$ cat src/include/tsa_defs.svh
// Offsets, reset values, commands and timing for the thermometer link
`ifndef TSA_DEFS_SVH
`define TSA_DEFS_SVH
// Timing: clock rate and documented periods in their own units
`define TSA_CLK_KHZ 20000
`define TSA_MEASURE_MS 750
`define TSA_COMMIT_MS 10
`define TSA_RELOAD_US 50
// Scratchpad byte offsets
`define TSA_SP_TEMP_LO 4'h0
`define TSA_SP_TEMP_HI 4'h1
`define TSA_SP_UPPER 4'h2
`define TSA_SP_LOWER 4'h3
`define TSA_SP_CONFIG 4'h4
`define TSA_SP_RSV_A 4'h5
`define TSA_SP_RSV_B 4'h6
`define TSA_SP_RSV_C 4'h7
`define TSA_SP_CHECK 4'h8
// Reset values
`define TSA_TEMP_RST 16'h0550
`define TSA_UPPER_RST 8'h4b
`define TSA_LOWER_RST 8'h46
`define TSA_CFG_RST 8'h7f
`define TSA_RSV_A_RST 8'hff
`define TSA_RSV_B_RST 8'h0c
`define TSA_RSV_C_RST 8'h10
// Config byte fields
`define TSA_CFG_RES_LSB 5
`define TSA_CFG_RES_MASK 8'h60
`define TSA_CFG_FIXED 8'h1f
// Checksum polynomial, reflected form
`define TSA_CRC_POLY 8'h8c
// Selection and function commands
`define TSA_CMD_READ_ID 8'h33
`define TSA_CMD_SCAN 8'hf0
`define TSA_CMD_FLAG_SCAN 8'hec
`define TSA_CMD_SKIP 8'hcc
`define TSA_CMD_LOAD 8'h4e
`define TSA_CMD_READOUT 8'hbe
`define TSA_CMD_MEASURE 8'h44
`define TSA_CMD_COMMIT 8'h48
`define TSA_CMD_RELOAD 8'hb8
`define TSA_CMD_SUPPLY 8'hb4
// Controller register offsets
`define TSA_HR_OP 4'h0
`define TSA_HR_DATA 4'h1
`define TSA_HR_STATUS 4'h2
`define TSA_HR_RX 4'h3
`define TSA_HR_PULLCFG 4'h4
// Controller operation codes and status bits
`define TSA_OP_RESET 2'h1
`define TSA_OP_BYTE 2'h2
`define TSA_OP_SLOT 2'h3
`define TSA_ST_BUSY 0
`define TSA_ST_BIT 1
`define TSA_ST_PULL 2
`define TSA_ST_PARASITE 3
`define TSA_ST_STALE 4
`endif

$ cat src/include/tsa_pkg.sv
// Types shared by both ends of the thermometer link
package tsa_pkg;
    typedef enum logic [2:0] {
        S_IDLE, S_ROM, S_IDTX, S_FUNC, S_WRSP, S_RDSP, S_STAT, S_PWR
    } tsa_dev_state_type;
    typedef enum logic [1:0] {J_NONE, J_CONV, J_COMMIT, J_RELOAD} tsa_job_type;
    typedef enum logic [1:0] {H_IDLE, H_SLOT, H_PULL} tsa_host_state_type;
endpackage

$ cat src/include/tsa_link_if.sv
// Byte and slot level link between controller and sensor
`timescale 1ns/10ps
interface tsa_link_if;
    logic init_pulse;
    logic byte_stb;
    logic [7:0] byte_val;
    logic slot_stb;
    logic strong_pullup;
    logic bit_stb;
    logic bit_val;
    modport master (
        output init_pulse, byte_stb, byte_val, slot_stb, strong_pullup,
        input bit_stb, bit_val
    );
    modport sensor (
        input init_pulse, byte_stb, byte_val, slot_stb, strong_pullup,
        output bit_stb, bit_val
    );
endinterface

$ cat src/design/tsa_sensor_end.sv
// Sensor end: scratchpad, alarm, identity code and power-mode logic
// Operation
// - Result is sign-extended 16-bit two's complement
// - Low result bits undefined below 12 bits
// - External supply: busy slots read 0, then 1
// - Result reads +85 before first conversion
// - Trip bytes are signed 8-bit values
// - Compare only result bits 11 to 4
// - Alarm when at/below lower or at/above upper
// - Alarm flag re-evaluated after every conversion
// - Flagged scan answered only with alarm set
// - Master reconverts after changing trips in alarm
// - Parasite mode: master holds strong pullup
// - No bus traffic during strong pullup
// - Supply query slot: parasite pulls low
// - Identity: family, 48-bit serial, top CRC
// - Bytes 0,1 return result, never written
// - Bytes 2,3 are upper and lower trips
// - Byte 4 config; bytes 5-7 ignore writes
// - Byte 8 is CRC of bytes 0-7
// - Load writes three bytes from byte 2
// - Readout sends from byte 0, LSB first
// - Commit copies trips and config to storage
// - Power-up reloads stored trips and config
// - Reload command; slots read 0 then 1 (code answers only on external supply)
//
// Implementation choice: the address-and-strobe port.
`timescale 1ns/10ps
`include "tsa_defs.svh"
module tsa_sensor_end #(
    parameter int MEASURE_CYC = `TSA_MEASURE_MS * `TSA_CLK_KHZ,
    parameter int COMMIT_CYC = `TSA_COMMIT_MS * `TSA_CLK_KHZ,
    parameter int RELOAD_CYC = `TSA_RELOAD_US * `TSA_CLK_KHZ / 1000,
    // Arbitrary identity values
    parameter logic [7:0] FAMILY = 8'h5a,
    parameter logic [47:0] SERIAL = 48'h0123_4567_89ab
) (
    input wire logic sys_clk,
    input wire logic rst_n,
    tsa_link_if.sensor link,
    input wire logic parasite_pin,
    input wire logic [15:0] sense_temp,
    output logic [15:0] temp_result,
    output logic alarm_flag,
    output logic job_busy
);

////////////////////////////////////////////////////////////////////////////////
// Elaboration checks and helpers

if (MEASURE_CYC < 8 || COMMIT_CYC < 1 || RELOAD_CYC < 1) begin : g_bad_timing
    $error("Timing counts too small");
end

function automatic logic [7:0] crc8(input logic [63:0] d, input int n);
    logic [7:0] c;
    logic fb;
    c = 8'h00;
    for (int i = 0; i < 64; i++) begin
        if (i < n) begin
            fb = c[0] ^ d[i];
            c = c >> 1;
            if (fb) begin
                c = c ^ `TSA_CRC_POLY;
            end
        end
    end
    return c;
endfunction

////////////////////////////////////////////////////////////////////////////////
// State

tsa_pkg::tsa_dev_state_type state_q;
tsa_pkg::tsa_job_type job_q;
logic [31:0] job_cnt_q;
logic [6:0] cnt_q;
logic [15:0] temp_q;
logic [7:0] upper_q, lower_q, cfg_q;
logic [7:0] nv_upper_q, nv_lower_q, nv_cfg_q;
logic alarm_q;
logic bit_stb_q, bit_val_q;
logic par_meta_q, par_q;
logic [63:0] sp_bytes;
logic [71:0] sp_all;
logic [63:0] ident;
logic [1:0] res;
logic [31:0] conv_len;
logic func_byte, wr_en, job_done;
logic start_conv, start_commit, start_reload;
logic signed [7:0] t_cmp;

assign res = cfg_q[`TSA_CFG_RES_LSB +: 2];
assign conv_len = MEASURE_CYC >> (2'd3 - res);
assign sp_bytes = {`TSA_RSV_C_RST, `TSA_RSV_B_RST, `TSA_RSV_A_RST,
                   cfg_q, lower_q, upper_q, temp_q};
assign sp_all = {crc8(sp_bytes, 64), sp_bytes};
assign ident = {crc8({8'h00, SERIAL, FAMILY}, 56), SERIAL, FAMILY};
assign func_byte = (state_q == tsa_pkg::S_FUNC) && link.byte_stb;
assign wr_en = (state_q == tsa_pkg::S_WRSP) && link.byte_stb;
// A new job is refused while another one runs
assign start_conv = func_byte && link.byte_val == `TSA_CMD_MEASURE && job_q == tsa_pkg::J_NONE;
assign start_commit = func_byte && link.byte_val == `TSA_CMD_COMMIT && job_q == tsa_pkg::J_NONE;
assign start_reload = func_byte && link.byte_val == `TSA_CMD_RELOAD && job_q == tsa_pkg::J_NONE;
assign job_done = (job_q != tsa_pkg::J_NONE) && job_cnt_q == 32'd1;
assign t_cmp = temp_q[11:4];

assign temp_result = temp_q;
assign alarm_flag = alarm_q;
assign job_busy = (job_q != tsa_pkg::J_NONE);
assign link.bit_stb = bit_stb_q;
assign link.bit_val = bit_val_q;

////////////////////////////////////////////////////////////////////////////////
// Supply-mode strap synchroniser

always_ff @(posedge sys_clk or negedge rst_n) begin
    if (!rst_n) begin
        par_meta_q <= 1'b0;
        par_q <= 1'b0;
    end else begin
        par_meta_q <= parasite_pin;
        par_q <= par_meta_q;
    end
end

////////////////////////////////////////////////////////////////////////////////
// Background jobs; reset starts a reload so stored values reach the scratchpad

always_ff @(posedge sys_clk or negedge rst_n) begin
    if (!rst_n) begin
        job_q <= tsa_pkg::J_RELOAD;
        job_cnt_q <= 32'd1;
    end else if (job_q == tsa_pkg::J_NONE) begin
        if (start_conv) begin
            job_q <= tsa_pkg::J_CONV;
            job_cnt_q <= conv_len;
        end else if (start_commit) begin
            job_q <= tsa_pkg::J_COMMIT;
            job_cnt_q <= COMMIT_CYC;
        end else if (start_reload) begin
            job_q <= tsa_pkg::J_RELOAD;
            job_cnt_q <= RELOAD_CYC;
        end
    end else if (job_done) begin
        job_q <= tsa_pkg::J_NONE;
        job_cnt_q <= 32'd0;
    end else begin
        job_cnt_q <= job_cnt_q - 32'd1;
    end
end

////////////////////////////////////////////////////////////////////////////////
// Result and alarm

always_ff @(posedge sys_clk or negedge rst_n) begin
    if (!rst_n) begin
        temp_q <= `TSA_TEMP_RST;
    end else if (job_done && job_q == tsa_pkg::J_CONV) begin
        // Undefined low bits read as zero
        temp_q <= sense_temp & (16'hffff << (2'd3 - res));
    end
end

// Judged one cycle after the result lands, on the stored value
logic judge_q;
always_ff @(posedge sys_clk or negedge rst_n) begin
    if (!rst_n) begin
        judge_q <= 1'b0;
        alarm_q <= 1'b0;
    end else begin
        judge_q <= job_done && job_q == tsa_pkg::J_CONV;
        if (judge_q) begin
            alarm_q <= (t_cmp <= $signed(lower_q)) || (t_cmp >= $signed(upper_q));
        end
    end
end

////////////////////////////////////////////////////////////////////////////////
// Scratchpad trips and config, nonvolatile copy

always_ff @(posedge sys_clk or negedge rst_n) begin
    if (!rst_n) begin
        upper_q <= `TSA_UPPER_RST;
        lower_q <= `TSA_LOWER_RST;
        cfg_q <= `TSA_CFG_RST;
    end else if (job_done && job_q == tsa_pkg::J_RELOAD) begin
        upper_q <= nv_upper_q;
        lower_q <= nv_lower_q;
        cfg_q <= nv_cfg_q;
    end else if (wr_en) begin
        // Only bytes 2..4 are writable; others drop the byte
        if (cnt_q == 7'd0) begin
            upper_q <= link.byte_val;
        end else if (cnt_q == 7'd1) begin
            lower_q <= link.byte_val;
        end else if (cnt_q == 7'd2) begin
            cfg_q <= (link.byte_val & `TSA_CFG_RES_MASK) | `TSA_CFG_FIXED;
        end
    end
end

always_ff @(posedge sys_clk or negedge rst_n) begin
    if (!rst_n) begin
        nv_upper_q <= `TSA_UPPER_RST;
        nv_lower_q <= `TSA_LOWER_RST;
        nv_cfg_q <= `TSA_CFG_RST;
    end else if (job_done && job_q == tsa_pkg::J_COMMIT) begin
        nv_upper_q <= upper_q;
        nv_lower_q <= lower_q;
        nv_cfg_q <= cfg_q;
    end
end

////////////////////////////////////////////////////////////////////////////////
// Link sequencer and read-slot answers

always_ff @(posedge sys_clk or negedge rst_n) begin
    if (!rst_n) begin
        state_q <= tsa_pkg::S_IDLE;
        cnt_q <= 7'd0;
        bit_stb_q <= 1'b0;
        bit_val_q <= 1'b1;
    end else begin
        bit_stb_q <= link.slot_stb;
        bit_val_q <= 1'b1;
        if (link.init_pulse) begin
            state_q <= tsa_pkg::S_ROM;
            cnt_q <= 7'd0;
        end else begin
            case (state_q)
                tsa_pkg::S_ROM: begin
                    if (link.byte_stb) begin
                        cnt_q <= 7'd0;
                        if (link.byte_val == `TSA_CMD_SKIP) begin
                            state_q <= tsa_pkg::S_FUNC;
                        end else if (link.byte_val == `TSA_CMD_READ_ID ||
                                     link.byte_val == `TSA_CMD_SCAN) begin
                            state_q <= tsa_pkg::S_IDTX;
                        end else if (link.byte_val == `TSA_CMD_FLAG_SCAN && alarm_q) begin
                            state_q <= tsa_pkg::S_IDTX;
                        end else begin
                            state_q <= tsa_pkg::S_IDLE;
                        end
                    end
                end
                tsa_pkg::S_IDTX: begin
                    if (link.slot_stb) begin
                        bit_val_q <= ident[cnt_q[5:0]];
                        cnt_q <= cnt_q + 7'd1;
                        if (cnt_q == 7'd63) begin
                            state_q <= tsa_pkg::S_IDLE;
                        end
                    end
                end
                tsa_pkg::S_FUNC: begin
                    if (link.byte_stb) begin
                        cnt_q <= 7'd0;
                        case (link.byte_val)
                            `TSA_CMD_LOAD: state_q <= tsa_pkg::S_WRSP;
                            `TSA_CMD_READOUT: state_q <= tsa_pkg::S_RDSP;
                            `TSA_CMD_MEASURE: state_q <= tsa_pkg::S_STAT;
                            `TSA_CMD_COMMIT: state_q <= tsa_pkg::S_STAT;
                            `TSA_CMD_RELOAD: state_q <= tsa_pkg::S_STAT;
                            `TSA_CMD_SUPPLY: state_q <= tsa_pkg::S_PWR;
                            default: state_q <= tsa_pkg::S_IDLE;
                        endcase
                    end
                end
                tsa_pkg::S_WRSP: begin
                    if (link.byte_stb) begin
                        cnt_q <= cnt_q + 7'd1;
                        if (cnt_q == 7'd2) begin
                            state_q <= tsa_pkg::S_IDLE;
                        end
                    end
                end
                tsa_pkg::S_RDSP: begin
                    if (link.slot_stb) begin
                        bit_val_q <= sp_all[cnt_q];
                        cnt_q <= cnt_q + 7'd1;
                        if (cnt_q == 7'd71) begin
                            state_q <= tsa_pkg::S_IDLE;
                        end
                    end
                end
                tsa_pkg::S_STAT: begin
                    // Parasite power leaves the line to the pullup
                    if (link.slot_stb && !par_q) begin
                        bit_val_q <= (job_q == tsa_pkg::J_NONE);
                    end
                end
                tsa_pkg::S_PWR: begin
                    if (link.slot_stb) begin
                        bit_val_q <= !par_q;
                    end
                end
                default: begin
                    state_q <= tsa_pkg::S_IDLE;
                end
            endcase
        end
    end
end

endmodule

$ cat src/flat_wrapper.sv
// flat-port wrapper written by rule: the top's interface ports become plain ports
module tsa_sensor_end_flat 
#(
    parameter int MEASURE_CYC = `TSA_MEASURE_MS * `TSA_CLK_KHZ,
    parameter int COMMIT_CYC = `TSA_COMMIT_MS * `TSA_CLK_KHZ,
    parameter int RELOAD_CYC = `TSA_RELOAD_US * `TSA_CLK_KHZ / 1000,
                                
    parameter logic [7:0] FAMILY = 8'h5a,
    parameter logic [47:0] SERIAL = 48'h0123_4567_89ab
)
  (sys_clk, rst_n, parasite_pin, sense_temp, temp_result, alarm_flag, job_busy, link_init_pulse, link_byte_stb, link_byte_val, link_slot_stb, link_strong_pullup, link_bit_stb, link_bit_val);
  tsa_link_if link_i ();
  input wire logic sys_clk;
  input wire logic rst_n;
  input wire logic parasite_pin;
  input wire logic [15:0] sense_temp;
  output logic [15:0] temp_result;
  output logic alarm_flag;
  output logic job_busy;
  input wire logic [$bits(link_i.init_pulse)-1:0] link_init_pulse;
  input wire logic [$bits(link_i.byte_stb)-1:0] link_byte_stb;
  input wire logic [$bits(link_i.byte_val)-1:0] link_byte_val;
  input wire logic [$bits(link_i.slot_stb)-1:0] link_slot_stb;
  input wire logic [$bits(link_i.strong_pullup)-1:0] link_strong_pullup;
  output wire logic [$bits(link_i.bit_stb)-1:0] link_bit_stb;
  output wire logic [$bits(link_i.bit_val)-1:0] link_bit_val;
  assign link_i.init_pulse = link_init_pulse;
  assign link_i.byte_stb = link_byte_stb;
  assign link_i.byte_val = link_byte_val;
  assign link_i.slot_stb = link_slot_stb;
  assign link_i.strong_pullup = link_strong_pullup;
  assign link_bit_stb = link_i.bit_stb;
  assign link_bit_val = link_i.bit_val;
  tsa_sensor_end #(.MEASURE_CYC(MEASURE_CYC), .COMMIT_CYC(COMMIT_CYC), .RELOAD_CYC(RELOAD_CYC), .FAMILY(FAMILY), .SERIAL(SERIAL)) u_core (.sys_clk(sys_clk), .rst_n(rst_n), .link(link_i), .parasite_pin(parasite_pin), .sense_temp(sense_temp), .temp_result(temp_result), .alarm_flag(alarm_flag), .job_busy(job_busy));
endmodule
$ cat config.mk
export PLATFORM = sky130hd
export DESIGN_NAME = tsa_sensor_end_flat
export DESIGN_NICKNAME = d
export VERILOG_FILES = /design/src/include/tsa_pkg.sv /design/src/include/tsa_link_if.sv /design/src/design/tsa_sensor_end.sv /design/src/flat_wrapper.sv
export VERILOG_INCLUDE_DIRS = /design/src /design/src/include
export SDC_FILE = /design/constraint.sdc
export NUM_CORES = 1
export LEC_CHECK = 0
export ABC_AREA = 0
export BUFFER_PORTS_ARGS = -buffer_cell sky130_fd_sc_hd__buf_2
export CORE_AREA = 2 2 134 136
export CTS_BUF_LIST = sky130_fd_sc_hd__clkbuf_4
export CTS_CLUSTER_DIAMETER = 150
export DETAILED_ROUTE_END_ITERATION = 16
export DIE_AREA = 0 0 136 138
export PLACE_DENSITY = 0.78
export SYNTH_ARGS = -nofsm -noshare
export SYNTH_HDL_FRONTEND = slang
export SYNTH_SLANG_ARGS = --single-unit
$ cat constraint.sdc
create_clock -name sys_clk -period 5.2 [get_ports sys_clk]
set_input_delay 0.78 -clock sys_clk [delete_from_list [all_inputs] [get_ports sys_clk]]
set_output_delay 0.78 -clock sys_clk [all_outputs]
set_load 0.02 [all_outputs]
# Yosys cells after proc, flatten, opt, wreduce, memory -nomap -nowiden
# Memory sizes are Yosys's and may differ from the RTL's.
# Cells that the tools add are included.
# Widths: inputs -> output; s select.
# op_classes
add_sub_neg,3
multipliers,0
n_div,0
order_cmp,4
n_eq_ne,39
shift,2
mux,114
bitwise_logic,103
n_reduce_logical,36
# ops
cell,n
$mux 8,76
$not 2->3,63
$mux 32,5
$eq 8x8->1 const B,6
$xor 1x1->1,39
$mux 3,11
$eq 32x1->1 const B,1
$shr 24x2->32 const A,1
$sub 32x1->32 const B,1
$mux 7,4
$eq 8x7->1 const B,3
$pmux 7 s3,1
$ne 3x3->1 const B,6
$pmux 3 s6,1
$and 16x16->16,1
$shl 16x2->16 const A,1
$logic_and 1x1->1,14
$eq 3x3->1 const B,4
$mux 2,6
$pmux 3 s4,1
$reduce_bool 2->1,6
$reduce_and 9->1,1
$eq 8x6->1 const B,1
$ge 8x8->1,1
other kinds (30),47
# totals
regBits,114
latch_bits,0
ram_bits,0
romBits,64
out_inout_bits,20
word_cells,319
memories,1
# mem_list
name,words,word_bits,read_ports,rd_clocked_by_memory_dff,wr,line,rtl
(name not given),64,1,1,0,0,tsa_sensor_end.sv:249,bit_val_q <= ident[cnt_q[5:0]];

# Logic depth before layout (Yosys ltp)
# depth
word_depth,132
mapped_depth,15
mapped_depth_nobuf,13

# Worst setup path after synthesis
# OpenSTA, ideal clock, no wires.
# synth_path
path_type,reg2reg
start,reg u_core.temp_q[4] (netlist: u_core.temp_result[4])
end,reg u_core.bit_val_q (netlist: u_core.link.bit_val)
setup_ns,0.097
arrival_ns,4.145
required_ns,5.103
setup_slack_ns,0.958
stages_incl_launch_ff,13
path_cell_list,dfstp_2 > clkbuf_1 > xor3_2 > xnor3_1 > xnor2_2 > xnor3_2 > xnor3_2 > xor3_2 > xnor2_2 > xnor3_2 > xnor2_1 > and2_4 > o41ai_2
# synth_via
elab_chain_cells,89
word_cells_on_any_way,154
cone_classes,mux (65); bitwise (89)
# synth_lines
item,line,rtl
start: declaration,tsa_sensor_end.sv:78,logic [15:0] temp_q;
start signal: assignment,tsa_sensor_end.sv:158,temp_q <= `TSA_TEMP_RST;
start signal: assignment,tsa_sensor_end.sv:161,temp_q <= sense_temp & (16'hffff << (2'd3 - res));
$xor 1x1->1,tsa_sensor_end.sv:61,fb = c[0] ^ d[i];
$mux 8,tsa_sensor_end.sv:63,if (fb) begin
$mux 8 or $not 2->3 (tied branches),--,
$mux 8,tsa_sensor_end.sv:63,
$xor 1x1->1 or $mux 8 (tied branches),"tsa_sensor_end.sv:61, tsa_sensor_end.sv:63",
$mux 8,tsa_sensor_end.sv:63,
"$mux 8, or another cell as far along",tsa_sensor_end.sv:63,
$mux 8,tsa_sensor_end.sv:63,
[73 not listed],--,
$mux 8,tsa_sensor_end.sv:63,
$not 2->3 (no source line) or $mux 8 (tied branches),--,
$mux 8,tsa_sensor_end.sv:63,
$bmux 1 s7 *,tsa_sensor_end.sv:280,bit_val_q <= sp_all[cnt_q];
$mux 1 (not written as such) *,tsa_sensor_end.sv:280,
$mux 1 *,tsa_sensor_end.sv:279,if (link.slot_stb) begin
$pmux 1 s4 *,tsa_sensor_end.sv:231,case (state_q)
$mux 1 *,tsa_sensor_end.sv:227,if (link.init_pulse) begin
end signal: assignment,tsa_sensor_end.sv:280,
end signal: assignment,tsa_sensor_end.sv:290,bit_val_q <= (job_q == tsa_pkg::J_NONE);
end signal: assignment,tsa_sensor_end.sv:295,bit_val_q <= !par_q;
end: declaration,tsa_sensor_end.sv:82,"logic bit_stb_q, bit_val_q;"
# Mark *: on every way between the ends. The rest lies on a longest branch, timed or not. The select of a mux whose other input is x is not followed.
# A chain may end at the register's enable or synchronous reset.

# Worst setup path in the final report
# layout_path
start,reg u_core.temp_q[0] (netlist: u_core.temp_result[0])
end,reg u_core.bit_val_q (netlist: u_core.link.bit_val)
# layout_via
elab_chain_cells,94
word_cells_on_any_way,165
cone_classes,mux (69); bitwise (96)
# layout_lines
item,line
$mux 8,tsa_sensor_end.sv:63
$mux 8 or $not 2->3 (tied branches),--
$mux 8,tsa_sensor_end.sv:63
$xor 1x1->1 or $mux 8 (tied branches),"tsa_sensor_end.sv:61, tsa_sensor_end.sv:63"
$mux 8,tsa_sensor_end.sv:63
"$mux 8, or another cell as far along",tsa_sensor_end.sv:63
$mux 8,tsa_sensor_end.sv:63
"$xor 1x1->1, or another cell as far along",tsa_sensor_end.sv:61
[78 not listed],--
$mux 8,tsa_sensor_end.sv:63
$not 2->3 (no source line) or $mux 8 (tied branches),--
$mux 8,tsa_sensor_end.sv:63
$bmux 1 s7 *,tsa_sensor_end.sv:280
$mux 1 (not written as such) *,tsa_sensor_end.sv:280
$mux 1 *,tsa_sensor_end.sv:279
$pmux 1 s4 *,tsa_sensor_end.sv:231
$mux 1 *,tsa_sensor_end.sv:227
# Marks and branches as above.

==> flow_summary.ini <==
[status]
status = finished clean

[pwr]
swShare = 0.342
p_sw_uw = 960
irDropWorstVdd_v = 0.000201
p_seq_frac = 0.410
p_int_uw = 1840
power.total_uw = 2800
pwr-share-clk = 0.230
powerDensity_mw_per_mm2 = 316
comb_power_share = 0.361
power.leakage_uw = 0.00412

[cts]
cts.path.max_buffers = 2
cts_sinks = 114
clk_pin_slew_ns = 0.11
cts_resized = 0
htree_levels = 4
cts_setup_buffers = 0
root_buffer = clkbuf_4
hold_buffers = 0
numCtsBuffers = 17
clkLatencyLatePin_ns = 0.56
cts_tree = yes

[logic_synthesis]
synth-simple-area-share = 0.165
yosysTopAreaCellShare = 0.234
yosys_warnings = 0
synth_nets = 933
synth_fa_ha_area_frac = 0.0420
avgSynthCellArea_um2 = 9.54
synth.mux.area_fraction = 0.0920
synth_top_cell_by_area = dfrtp_1
ys.flop_type = dfrtp_1
synth-seq-cells = 114
synthXorXnorAreaFrac = 0.179
synth_cells = 874
synthArstFlopShare = 1.00
synth_compound_area_frac = 0.123
ys_types = 67
seq_area_frac_synth = 0.348
synth_top_family_by_area = XOR/XNOR gates
netlist_area_mm2 = 0.00834
ys_top_cells_by_area = dfrtp_1, dfstp_2, xnor2_1
synth-edff-count = 0

[timing]
slew_viol_final = 0
setup_tns_ns = 0
holdWs_ns = 0.323
slew_headroom = 0.271
setup_viol = 0
fin_crit_ns = 4.53
period_share = 0.872
fin_skew_ns = 0.0202
rsz0062_at_grt = no
max_freq_ghz = 0.221
worstMarginPinSlew_ns = 1.09
hold_viol_final = 0

[global_routing]
track_usage = 0.216
grt_pass1_vias = 6308
grt_antenna_before_repair = 1
grt_max_degree = 73
grt_first_pass_wirelength_mm = 31.9
gr-total-overflow = 0

[cells_and_area]
area_growth_syn_to_layout_pct = 6.60
final_common_cell = nand2_1
layout.nets = 945
fin_area_mm2 = 0.00889
final_layout_size_suffix_gt1_frac = 0.206
ff_latch_area_mm2 = 0.00290
n_fill_cell = 1655
multiInputGateArea_mm2 = 0.00501
final_cell_mix = nand2_1, o21ai_0, dfrtp_1, xnor2_1, nor2_1

[drt]
wl_per_cell_um = 17.1
wl_mm = 19.3
dr.pass1.iters = 5
routed_via_density = 5.69
ant_nets = 0
vias = 6429
drt_iter0_markers = 518
drc = 0

[floorplanning]
num_rows = 49
core_area_mm2 = 0.0175
start_util = 0.475
die_h_um = 138
die_w_um = 136
io_pins = 51
fp.dieArea_mm2 = 0.0188

[setup_path]
reg2reg_to = u_core.link.bit_val$_DFF_PN1_
arrival_ns = 5.00
r2r_setup_slack_ns = 0.67
end_kind = flip-flop
criticalPathCategory = flip-flop to flip-flop
cp-start-kind = flip-flop
crit_fanout = 7
r2r-start = u_core.temp_result[0]$_DFFE_PN0P_
critPathRequiredTime_ns = 5.67
reg2reg_depth = 11

[placed_design]
io_buffers = 49
hpwl_mm = 13.8
placed_cell_area_mm2 = 0.00862
gp_congestion = 0.890

[hold_path]
hold_end = u_core.par_meta_q$_DFF_PN0_
min-delay-start = parasite_pin
holdPathStages = 1
hold_class = input port to flip-flop

[job]
drv_cap = 0
-- through the flow --
step | std cells | setup WS (ns) | util
after floorplan | 874 | 0.958 | -
after global placement | 1096 | 0.757 | 0.492
after detailed placement | 1096 | 0.671 | 0.492
after CTS | 1128 | 0.663 | 0.507
after global routing | 1129 | 0.532 | 0.507
final | 1129 | 0.666 | 0.507
-- registers in the layout, summed over array words and instances, names as in the netlist, 8 cells and up --
name,count
u_core.lower_q,8
u_core.cfg_q,8
u_core.temp_result,16
u_core.upper_q,8
u_core.nv_cfg_q,8
u_core.nv_lower_q,8
u_core.nv_upper_q,8
u_core.job_cnt_q,32
-- Yosys cell counts, types with 3 or more instances --
| library cell | n |
|---|---|
| nand2_1 | 129 |
| o21ai_0 | 81 |
| dfrtp_1 | 78 |
| xnor2_1 | 62 |
| nor2_1 | 58 |
| clkbuf_1 | 40 |
| dfstp_2 | 36 |
| inv_1 | 30 |
| a21oi_1 | 29 |
| ha_1 | 28 |
| mux2_2 | 26 |
| nor3_1 | 21 |
| mux2i_1 | 20 |
| nand3_1 | 19 |
| xnor3_1 | 18 |
| buf_4 | 16 |
| xor2_1 | 15 |
| nand2b_1 | 13 |
| mux4_2 | 11 |
| a31oi_1 | 10 |
| nor2b_1 | 10 |
| o211ai_1 | 8 |
| xnor3_2 | 8 |
| nor4_1 | 7 |
| or3_1 | 7 |
| nand4_1 | 6 |
| nor3b_1 | 6 |
| a211oi_1 | 5 |
| and3_1 | 5 |
| nand3b_1 | 5 |
| o31ai_1 | 5 |
| buf_1 | 4 |
| o221ai_1 | 4 |
| or2_2 | 4 |
| xor3_2 | 4 |
| a211o_1 | 3 |
| a21o_1 | 3 |
| o2111ai_1 | 3 |
-- logic make-up (layout without fill, tap and decap cells) --
family,count (synthesis),count (layout)
and+or+nand+nor,298,298
AOI/OAI and AO/OA,169,169
DFF,114,114
xor gates and xnor gates,113,113
buffers and inverters,94,119
muxes,58,58
adders and majority gates,28,28
other,0,1
-- critical path: stages, from the launching register on --
cell and delay (ns):
dfrtp_1 0.54, xnor3_2 0.54, xor3_2 0.43, xnor3_2 0.49, xnor3_2 0.47, xnor3_2 0.43
xor3_2 0.28, xnor2_2 0.21, xnor3_2 0.46, xnor2_1 0.14, and2_4 0.15, o41ai_2 0.30
-- how the worst max path moves through the flow --
stage	to	cells past startpoint	slack, ns	from
3_5_place_dp	u_core.link.bit_val$_DFF_PN1_	11	0.67	u_core.temp_result[0]$_DFFE_PN0P_
5_1_grt	u_core.link.bit_val$_DFF_PN1_	11	0.53	u_core.temp_result[0]$_DFFE_PN0P_
4_1_cts	u_core.link.bit_val$_DFF_PN1_	11	0.66	u_core.temp_result[0]$_DFFE_PN0P_
6_report	u_core.link.bit_val$_DFF_PN1_	11	0.67	u_core.temp_result[0]$_DFFE_PN0P_
3_3_place_gp	u_core.link.bit_val$_DFF_PN1_	11	0.76	u_core.temp_result[0]$_DFFE_PN0P_
2_1_floorplan	u_core.link.bit_val$_DFF_PN1_	12	0.96	u_core.temp_result[4]$_DFFE_PN1P_
-- metal layers --
layer  track usage  wire length (um)
met5             0                 0
met1         0.273              8160
met4        0.0877               556
met2         0.357              9630
met3        0.0484               951
-- area by class of cell --
| cell class | instances | share of cell area |
|---|---|---|
| Clock buffer | 20 | 0.0169 |
| Tap cell | 229 | 0.0322 |
| Inverter | 30 | 0.0127 |
| Clock inverter | 12 | 0.0131 |
| Antenna cell | 1 | 0.000282 |
| Multi-Input combinational cell | 666 | 0.564 |
| Sequential cell | 114 | 0.326 |
| Timing Repair Buffer | 57 | 0.0346 |
-- power groups by stage --
stage	Sequential (uW)	Clock [uW]	Combinational, uW
after floorplan	1120	0	851
after global placement	1150	0	987
after detailed placement	1160	0	1010
after CTS	1140	657	1010
after global routing	1170	696	1120
final	1150	644	1010
Note: power is estimated with default switching activity, not from simulation.
